**src/dio_irq_cfg_regs.vh**
```
// register offsets, field positions and reset values of the digital line
// interrupt and global configuration bank
// assumes a 32-bit aligned-word register bus
`ifndef DIO_IRQ_CFG_REGS_VH
`define DIO_IRQ_CFG_REGS_VH

`define OFS_EDGE_FLAGS     12'h38c
`define OFS_GLOBAL_CFG     12'h398
`define OFS_FRONT_PULL     12'h39c
`define OFS_AUX_PULL       12'h3a0
`define OFS_RISE_ENABLE    12'h3b0
`define OFS_FALL_ENABLE    12'h3b4
`define OFS_IRQ_ENABLE     12'h3b8
`define OFS_IRQ_CLEAR      12'h3bc

`define ADDR_MSB           11
`define LINE_COUNT         8
`define FIELD_FLAGS_MSB    7
`define FIELD_PULL_MSB     1
`define CFG_ENDIAN_BIT     0
`define CFG_ACK_MODE_BIT   1
`define ACK_CLEAR_BY_WRITE 1'h0
`define ACK_CLEAR_ON_READ  1'h1
`define ENDIAN_LITTLE      1'h0
`define PULL_FLOATING      2'h0
`define PULL_UP_5V         2'h1
`define PULL_UP_3V3        2'h2
`define PULL_DOWN_GND      2'h3
`define RST_FLAGS          8'h00
`define RST_PULL           2'h0
`define RESP_OKAY          2'h0
`define RESP_SLVERR        2'h2

`endif

```
**src/dio_irq_status_and_global_config.v**
```verilog
// register bank: per-line edge flags, acknowledge mode, dma byte order,
// pull reference selectors, with an axi4-lite slave
// assumes one 200 MHz clock aclk; digital lines are asynchronous pins
// Function
// - one flag per front line, bits 7:0, set by enabled rising/falling edges.
// - global config bit 1 selects clear-by-write (0) or clear-on-read (1).
// - clear-by-write: writing one clears that flag; zero leaves it.
// - clear-on-read: a read clears flags only in byte lanes enabled.
// - global config bit 0 is the shared sequencer dma byte-order selector.
// - 16-bit samples go to host memory little-endian in default order.
// - both pull selectors reset to 00, reference floating.
// - aux selector bits 1:0 sets reference for conversion clocks and trigger.
// - each selector drives one reference node common to its group.
//
// Implementation choice: the AXI4-Lite register port.
`timescale 1ns/1ps
`default_nettype none
`include "dio_irq_cfg_regs.vh"

module dio_irq_status_and_global_config (
   // clock and reset
   input  wire        aclk,
   input  wire        aresetn,
   // axi4-lite write address and data
   input  wire [11:0] s_axi_awaddr,
   input  wire        s_axi_awvalid,
   output reg         s_axi_awready,
   input  wire [31:0] s_axi_wdata,
   input  wire [3:0]  s_axi_wstrb,
   input  wire        s_axi_wvalid,
   output reg         s_axi_wready,
   // axi4-lite write response
   output reg  [1:0]  s_axi_bresp,
   output reg         s_axi_bvalid,
   input  wire        s_axi_bready,
   // axi4-lite read; arprot unused, read byte lanes come from s_axi_arstrb
   input  wire [11:0] s_axi_araddr,
   input  wire [3:0]  s_axi_arstrb,
   input  wire        s_axi_arvalid,
   output reg         s_axi_arready,
   output reg  [31:0] s_axi_rdata,
   output reg  [1:0]  s_axi_rresp,
   output reg         s_axi_rvalid,
   input  wire        s_axi_rready,
   // front digital lines, asynchronous
   input  wire [7:0]  front_line_in,
   // interrupt
   output reg         irq,
   // sequencer dma sample byte steering
   input  wire [15:0] sample_in,
   output reg  [15:0] sample_to_host,
   output reg         dma_byte_swap,
   // pull reference controls, one-hot per group, all low means floating
   output reg         front_ref_5v,
   output reg         front_ref_3v3,
   output reg         front_ref_gnd,
   output reg         aux_ref_5v,
   output reg         aux_ref_3v3,
   output reg         aux_ref_gnd
);

   reg  [7:0]  line_sync1;
   reg  [7:0]  line_sync2;
   reg  [7:0]  line_prev;
   reg  [7:0]  rise_enable;
   reg  [7:0]  fall_enable;
   reg  [7:0]  irq_enable;
   reg  [7:0]  edge_flags;
   reg         ack_mode;
   reg         byte_order;
   reg  [1:0]  front_line_pull_select;
   reg  [1:0]  aux_line_pull_select;
   reg  [11:0] wr_addr;
   reg  [31:0] wr_data;
   reg  [3:0]  wr_strb;
   reg         wr_addr_held;
   reg         wr_data_held;
   reg  [7:0]  next_edge_flags;
   reg  [7:0]  edge_events;
   reg  [7:0]  clear_mask;
   reg  [31:0] rd_word;
   reg         rd_hit;
   reg         wr_hit;
   wire        wr_go;
   wire        rd_go;
   wire        wr_clears;
   wire        rd_clears;

   // two-stage synchroniser, then a history stage for edge detection
   // only the second stage reads the first, so no metastable value leaks
   always @(posedge aclk) begin
      if (!aresetn) begin
         line_sync1 <= 8'h00;
         line_sync2 <= 8'h00;
         line_prev  <= 8'h00;
      end else begin
         line_sync1 <= front_line_in;
         line_sync2 <= line_sync1;
         line_prev  <= line_sync2;
      end
   end

   // write fires once both address and data are held and no response pends
   assign wr_go = wr_addr_held && wr_data_held && !s_axi_bvalid;
   assign rd_go = s_axi_arvalid && s_axi_arready;

   // address and data latch independently, in either order
   always @(posedge aclk) begin
      if (!aresetn) begin
         s_axi_awready <= 1'h1;
         s_axi_wready  <= 1'h1;
         wr_addr_held  <= 1'h0;
         wr_data_held  <= 1'h0;
         wr_addr       <= 12'h000;
         wr_data       <= 32'h00000000;
         wr_strb       <= 4'h0;
      end else begin
         if (s_axi_awvalid && s_axi_awready) begin
            wr_addr       <= s_axi_awaddr;
            wr_addr_held  <= 1'h1;
            s_axi_awready <= 1'h0;
         end else if (wr_go) begin
            wr_addr_held  <= 1'h0;
            s_axi_awready <= 1'h1;
         end
         if (s_axi_wvalid && s_axi_wready) begin
            wr_data      <= s_axi_wdata;
            wr_strb      <= s_axi_wstrb;
            wr_data_held <= 1'h1;
            s_axi_wready <= 1'h0;
         end else if (wr_go) begin
            wr_data_held <= 1'h0;
            s_axi_wready <= 1'h1;
         end
      end
   end

   // write decode; unmapped offsets answer slverr and change nothing
   // the decode sees the held address, so aw may land before w
   always @* begin
      case (wr_addr)
         `OFS_EDGE_FLAGS, `OFS_GLOBAL_CFG, `OFS_FRONT_PULL, `OFS_AUX_PULL,
         `OFS_RISE_ENABLE, `OFS_FALL_ENABLE, `OFS_IRQ_ENABLE,
         `OFS_IRQ_CLEAR: wr_hit = 1'h1;
         default: wr_hit = 1'h0;
      endcase
   end

   // write response, one cycle after the write fires
   // a held response blocks the next store, keeping one write in flight
   always @(posedge aclk) begin
      if (!aresetn) begin
         s_axi_bvalid <= 1'h0;
         s_axi_bresp  <= `RESP_OKAY;
      end else if (wr_go) begin
         s_axi_bvalid <= 1'h1;
         s_axi_bresp  <= wr_hit ? `RESP_OKAY : `RESP_SLVERR;
      end else if (s_axi_bready) begin
         s_axi_bvalid <= 1'h0;
      end
   end

   // control registers; only low-lane bits exist, the rest are dropped
   always @(posedge aclk) begin
      if (!aresetn) begin
         ack_mode               <= `ACK_CLEAR_BY_WRITE;
         byte_order             <= `ENDIAN_LITTLE;
         front_line_pull_select <= `RST_PULL;
         aux_line_pull_select   <= `RST_PULL;
         rise_enable            <= `RST_FLAGS;
         fall_enable            <= `RST_FLAGS;
         irq_enable             <= `RST_FLAGS;
      end else if (wr_go && wr_strb[0]) begin
         case (wr_addr)
            `OFS_GLOBAL_CFG: begin
               ack_mode   <= wr_data[`CFG_ACK_MODE_BIT];
               byte_order <= wr_data[`CFG_ENDIAN_BIT];
            end
            `OFS_FRONT_PULL:
               front_line_pull_select <= wr_data[`FIELD_PULL_MSB:0];
            `OFS_AUX_PULL:
               aux_line_pull_select <= wr_data[`FIELD_PULL_MSB:0];
            `OFS_RISE_ENABLE: rise_enable <= wr_data[`FIELD_FLAGS_MSB:0];
            `OFS_FALL_ENABLE: fall_enable <= wr_data[`FIELD_FLAGS_MSB:0];
            `OFS_IRQ_ENABLE:  irq_enable  <= wr_data[`FIELD_FLAGS_MSB:0];
            default: ;
         endcase
      end
   end

   // acknowledge paths: a clear-by-write store, or a read accepted in
   // clear-on-read mode with lane 0 enabled; only lane 0 holds flags
   assign wr_clears = wr_go && wr_strb[0] &&
                      ack_mode == `ACK_CLEAR_BY_WRITE &&
                      (wr_addr == `OFS_EDGE_FLAGS ||
                       wr_addr == `OFS_IRQ_CLEAR);
   assign rd_clears = rd_go && ack_mode == `ACK_CLEAR_ON_READ &&
                      s_axi_araddr == `OFS_EDGE_FLAGS &&
                      s_axi_arstrb[0];

   // flag update: edge events set, acknowledges clear; a set wins the tie
   // so an edge landing on the acknowledge cycle is never lost
   always @* begin
      edge_events = (line_sync2 & ~line_prev & rise_enable) |
                    (~line_sync2 & line_prev & fall_enable);
      clear_mask = 8'h00;
      if (wr_clears)
         clear_mask = wr_data[`FIELD_FLAGS_MSB:0];
      if (rd_clears)
         clear_mask = clear_mask | edge_flags;
      next_edge_flags = (edge_flags & ~clear_mask) | edge_events;
   end

   always @(posedge aclk) begin
      if (!aresetn) begin
         edge_flags <= `RST_FLAGS;
      end else begin
         edge_flags <= next_edge_flags;
      end
   end

   // read mux; reserved bits are zero
   always @* begin
      rd_word = 32'h00000000;
      rd_hit  = 1'h1;
      case (s_axi_araddr)
         `OFS_EDGE_FLAGS:  rd_word[`FIELD_FLAGS_MSB:0] = edge_flags;
         `OFS_GLOBAL_CFG: begin
            rd_word[`CFG_ACK_MODE_BIT] = ack_mode;
            rd_word[`CFG_ENDIAN_BIT]   = byte_order;
         end
         `OFS_FRONT_PULL:  rd_word[`FIELD_PULL_MSB:0] = front_line_pull_select;
         `OFS_AUX_PULL:    rd_word[`FIELD_PULL_MSB:0] = aux_line_pull_select;
         `OFS_RISE_ENABLE: rd_word[`FIELD_FLAGS_MSB:0] = rise_enable;
         `OFS_FALL_ENABLE: rd_word[`FIELD_FLAGS_MSB:0] = fall_enable;
         `OFS_IRQ_ENABLE:  rd_word[`FIELD_FLAGS_MSB:0] = irq_enable;
         `OFS_IRQ_CLEAR:   rd_word = 32'h00000000; // write-only
         default:          rd_hit = 1'h0;
      endcase
   end

   // read channel: one read in flight, data registered on acceptance
   // arready stays low until the answer is taken, so rdata cannot move
   always @(posedge aclk) begin
      if (!aresetn) begin
         s_axi_arready <= 1'h1;
         s_axi_rvalid  <= 1'h0;
         s_axi_rdata   <= 32'h00000000;
         s_axi_rresp   <= `RESP_OKAY;
      end else if (rd_go) begin
         s_axi_arready <= 1'h0;
         s_axi_rvalid  <= 1'h1;
         s_axi_rdata   <= rd_word;
         s_axi_rresp   <= rd_hit ? `RESP_OKAY : `RESP_SLVERR;
      end else if (s_axi_rvalid && s_axi_rready) begin
         s_axi_rvalid  <= 1'h0;
         s_axi_arready <= 1'h1;
      end
   end

   // interrupt level, one cycle behind the flags so it leaves a flip-flop
   always @(posedge aclk) begin
      if (!aresetn) begin
         irq <= 1'h0;
      end else begin
         irq <= |(edge_flags & irq_enable);
      end
   end

   // dma byte steering; flag and sample load on one edge, so a watcher
   // can pair them without tracking the configuration write
   always @(posedge aclk) begin
      if (!aresetn) begin
         dma_byte_swap  <= 1'h0;
         sample_to_host <= 16'h0000;
      end else begin
         dma_byte_swap <= byte_order;
         // little-endian keeps low byte first; swap reverses the pair
         sample_to_host <= (byte_order == `ENDIAN_LITTLE) ? sample_in :
                           {sample_in[7:0], sample_in[15:8]};
      end
   end

   // pull decode: one node per group; floating leaves every switch open
   always @(posedge aclk) begin
      if (!aresetn) begin
         front_ref_5v  <= 1'h0;
         front_ref_3v3 <= 1'h0;
         front_ref_gnd <= 1'h0;
         aux_ref_5v    <= 1'h0;
         aux_ref_3v3   <= 1'h0;
         aux_ref_gnd   <= 1'h0;
      end else begin
         front_ref_5v  <= front_line_pull_select == `PULL_UP_5V;
         front_ref_3v3 <= front_line_pull_select == `PULL_UP_3V3;
         front_ref_gnd <= front_line_pull_select == `PULL_DOWN_GND;
         aux_ref_5v    <= aux_line_pull_select == `PULL_UP_5V;
         aux_ref_3v3   <= aux_line_pull_select == `PULL_UP_3V3;
         aux_ref_gnd   <= aux_line_pull_select == `PULL_DOWN_GND;
      end
   end

endmodule

`default_nettype wire

```
**config.mk**
```make
export PLATFORM = sky130hd
export DESIGN_NAME = dio_irq_status_and_global_config
export DESIGN_NICKNAME = d
export VERILOG_FILES = /design/src/dio_irq_status_and_global_config.v
export VERILOG_INCLUDE_DIRS = /design/src
export SDC_FILE = /design/constraint.sdc
export NUM_CORES = 1
export LEC_CHECK = 0
export ABC_AREA = 0
export BUFFER_PORTS_ARGS = -buffer_cell sky130_fd_sc_hd__buf_2
export CORE_ASPECT_RATIO = 1.1
export CORE_UTILIZATION = 46
export DETAILED_ROUTE_END_ITERATION = 7
export GPL_ROUTABILITY_DRIVEN = 0
export PLACE_DENSITY = 0.76
export SYNTH_ARGS = -nofsm -noshare
export SYNTH_HDL_FRONTEND = slang
export SYNTH_SLANG_ARGS = --single-unit
```
**constraint.sdc**
```tcl
create_clock -name aclk -period 1.5 [get_ports aclk]
set_input_delay 0.15 -clock aclk [delete_from_list [all_inputs] [get_ports aclk]]
set_output_delay 0.15 -clock aclk [all_outputs]
set_load 0.01 [all_outputs]
```
==> results.md <==
- The run finished, with violations left.
- The final reports fail on negative setup slack.
- Counting flops with an async set or reset pin after synthesis yields a share of 0.
- The post-synthesis sequential element count is 124.
- The final clock skew is between 9 and 10 ps.
- The minimum setup slack after placement is -156 ps.
- Buffers inserted during clock tree synthesis total 17.
- The final antenna-violating net count is 0.
- The final wirelength is about 13 mm.
- Signal routing reaches up to met4.
- The number of global-route vias before repair is between 4,000 and 5,000.
- For this run the aggregate overflow at the end of global routing stands at 0.
- The area growth from synthesis to layout is 38.1%.
- The TritonCTS clock tree is built.
- During synthesis, Yosys emitted a total of 0 warnings.
- By area the synthesized netlist is led by dfxtp_1 (49%), mux2i_1 (11%), nand2_1 (8.3%).
- After clock tree synthesis, the clock-pin slew on the worst setup and hold paths is roughly 50 ps.
- The routed wire length on met3 is around 770 um.
- In this run the static leakage power is 2.89 nW.
- The post-detailed-route DRC marker count is 0.
- The final hold violation count came to 0.
- Once detailed placement completed, the half-perimeter wirelength came to between 8 and 9 mm.
- In this run, the number of DRC markers left after iteration 0 of detailed routing was ~270.
- The startpoint class of the critical path is a flip-flop.
- The critical path is of the flip-flop to flip-flop type.
- The worst path arrival time is between 1500 and 2000 ps.
- The relative slew slack is 0.476.
- The number of max-capacitance violations reported is 0.
- The overall global routing resource usage is 0.234.
- For this run, the register share of the synthesized area comes to 0.488.
- In the layout the commonest cells are dfxtp_1 (116), nand2_1 (111), buf_2 (103).
- In this run the count of I/O pins placed on the die edge is between 150 and 200.
- The final number of max-transition violations was 0.
- The total number of vias is around 4,500.
- The launching instance or port of the critical path is s_axi_bvalid.
- Subtracting the final worst setup slack from the clock period gives 1620 ps.
- The area of combinational cells with multiple inputs is 2440 um^2.
- The startpoint of the worst register-to-register path is s_axi_bvalid.
- The sequential cells in the finished layout cover a total of between 2000 and 2500 um^2.
- The clock insertion delay at the later pin of the skew report is 410 ps.
- The number of standard-cell rows in the floorplan is 39.
- The clock sink count is roughly 120.
- The synthesized design spends more area on one cell type than any other, namely dfxtp_1.
- From left edge to right edge, the die measures approximately 100 um.
- The number of distinct library cell variants in the gate-level netlist after synthesis is 44.
- STA classifies the critical path endpoint as a flip-flop.
- The detailed-routing wirelength on met1 is 5.36 mm.
- Across the VDD grid, the largest voltage drop is approximately 0.74 mV.
- The layout filler cell count is 829.
- The synthesized netlist occupies a cell area of ~5000 um^2.
- The measured slew at the worst slew-check pin is a little under 800 ps.
- The most used flip-flop cell after synthesis is dfxtp_1.
- Of the available clock period, the critical path in the final layout requires 1.08.
- Across all setup checks in the final design, the least slack found is -124 ps.
- The number of enable-type register cells in the synthesized netlist is 0.
- The synthesized area per cell is between 8 and 9 um^2.
- Data on the critical path is required at its endpoint by about 1800 ps.
- Setup repair after global routing could not meet its margin everywhere.
- The number of nets in the final layout is a little over 800.
- The kind of path behind the tightest hold check is input port to flip-flop.
- The number of H-tree levels is 4.
- The final design utilization is 0.664.
- The first global-routing pass estimated roughly 21 mm of wire.
- Dividing the detail-routed via count by the number of cells gives about 5.0.
- The achievable clock frequency is 0.616 GHz.
- The routed length on met2 is 6.28 mm.
- The synthesized instance count is between 500 and 600.
- The startpoint of the worst hold path is s_axi_wstrb[0].
- The most common library cell in the layout ignoring fill and taps is dfxtp_1.
- In this run the worst path has a maximum fanout of 8.
- Power spread over the standard cell area amounts to 1200 nW/um^2.
- The number of antenna diodes in the final layout is 0.
- The number of buffers on the longest clock path is 2.
- The root buffer cell is clkbuf_16.
- In this run the tool buffered the top-level ports with ~100 buffer cells.
- The placeable core region is between 10,000 and 15,000 um^2.
- The initial utilization of the core area, before any placement, comes to 0.481.
- Before antenna repair, the detailed router went through 4 iterations.
- Entering global routing, the biggest net connects 70 pins.
- The wire length per cell after detailed routing is between 10 and 15 um.
- The area fraction of the dominant cell type after synthesis is 0.488.
- The fraction of layout instances using a drive strength above 1 is 0.260.
- The die boundary height is between 100 and 150 um.
- The number of antenna violations at the first check in global routing is 0.
- The die covers 11,500 um^2.
- The number of endpoints failing setup at the final stage is 25.
## layout make-up
cell class / count / share of cell area
well taps: 143 / 0.0254
repair buffers: 179 / 0.180
clock buffers: 18 / 0.0625
clock inverters: 14 / 0.0276
inverters: 5 / 0.00267
flip-flops and latches: 124 / 0.355
multi-input cells: 406 / 0.348
## critical path, cell delays in order (launching register included)
cell and delay [ps]:
dfxtp_4 350, nand4b_4 160, or4_4 510, nor2_4 200, nand2_1 90, a32o_1 220
## layer usage
| metal | up-vias | track usage |
|---|---|---|
| li1 | 2211 | - |
| met1 | 2091 | 0.285 |
| met2 | 156 | 0.388 |
| met3 | 27 | 0.0679 |
| met4 | 0 | 0.0876 |
| met5 | - | 0 |
## per-stage QoR
| stage | area [um^2] | hold WS (ps) | instances | setup TNS, ps | power, mW |
|---|---|---|---|---|---|
| detailed placement | 5870 | 364 | 811 | -3030 | 4.06 |
| global placement | 5870 | 360 | 811 | -1820 | 4.04 |
| global route | 7030 | 33.3 | 889 | -4550 | 8.72 |
| CTS | 7020 | 5.24 | 888 | -1800 | 8.49 |
| floorplan | 5220 | 277 | 591 | -1690 | 3.88 |
| finish | 7030 | 26.3 | 889 | -1840 | 8.43 |
## report_power, final
| part | switching, mW | total [mW] | internal, mW | leakage, nW |
|---|---|---|---|---|
| clock network | 1.49 | 4.31 | 2.82 | 0.295 |
| logic | 0.346 | 0.649 | 0.303 | 1.58 |
| registers | 0.0704 | 3.47 | 3.40 | 1.02 |
| total | 1.91 | 8.43 | 6.53 | 2.89 |
## cell families (layout without fill, tap and decap cells)
family	count (synthesis)	in the layout	share of synthesized area
and+or+nand+nor	235	235	0.231
other	1	26	0.000737
muxes	55	55	0.108
AOI/OAI and AO/OA	89	89	0.106
DFF	124	124	0.488
xor gates and xnor gates	1	1	0.00172
buffers and inverters	61	216	0.0654
## state kept, by name, summed over array words and instances, names as in the netlist, 2 cells and up
register,flops
sample_to_host,16
wr_addr,12
edge_flags,8
fall_enable,8
irq_enable,8
line_prev,8
line_sync1,8
line_sync2,8
rise_enable,8
s_axi_rdata,8
wr_data,8
aux_line_pull_select,2
front_line_pull_select,2
## final timing paths
path / depth (start not counted) / slack (ps) / end
hold reg to reg: 1 / 430 / line_sync2[7]
setup / recovery: 5 / -120 / edge_flags[2]
setup reg to reg: 5 / -120 / edge_flags[2]
hold / removal: 3 / 30 / wr_strb[0]
## cells in the mapped netlist, drive strengths merged (2+ instances only)
master and number:
nand2 112, nor2b 3, a22oi 10, inv 5, nor3b 2, o21ai 31, nor4 5, clkbuf 21
nand2b 4, nand3b 10, nor3 6, mux2i 55, dfxtp 124, and2 28, nand4 3, and3 4
nor2 48, a211oi 2, buf 35, nand3 4, a32o 8, o211ai 2, nand4b 3, a21oi 31
## what timing repair did
action | in CTS | in global routing
hold endpoints to repair | 41 | 0
endpoints found under the setup margin | 30 | 38
resized for setup | 16 | 3
setup buffers | 1 | 1
pin swaps | 8 | 5
hold buffers | 44 | 0
Power figures use the tool's default switching activity.
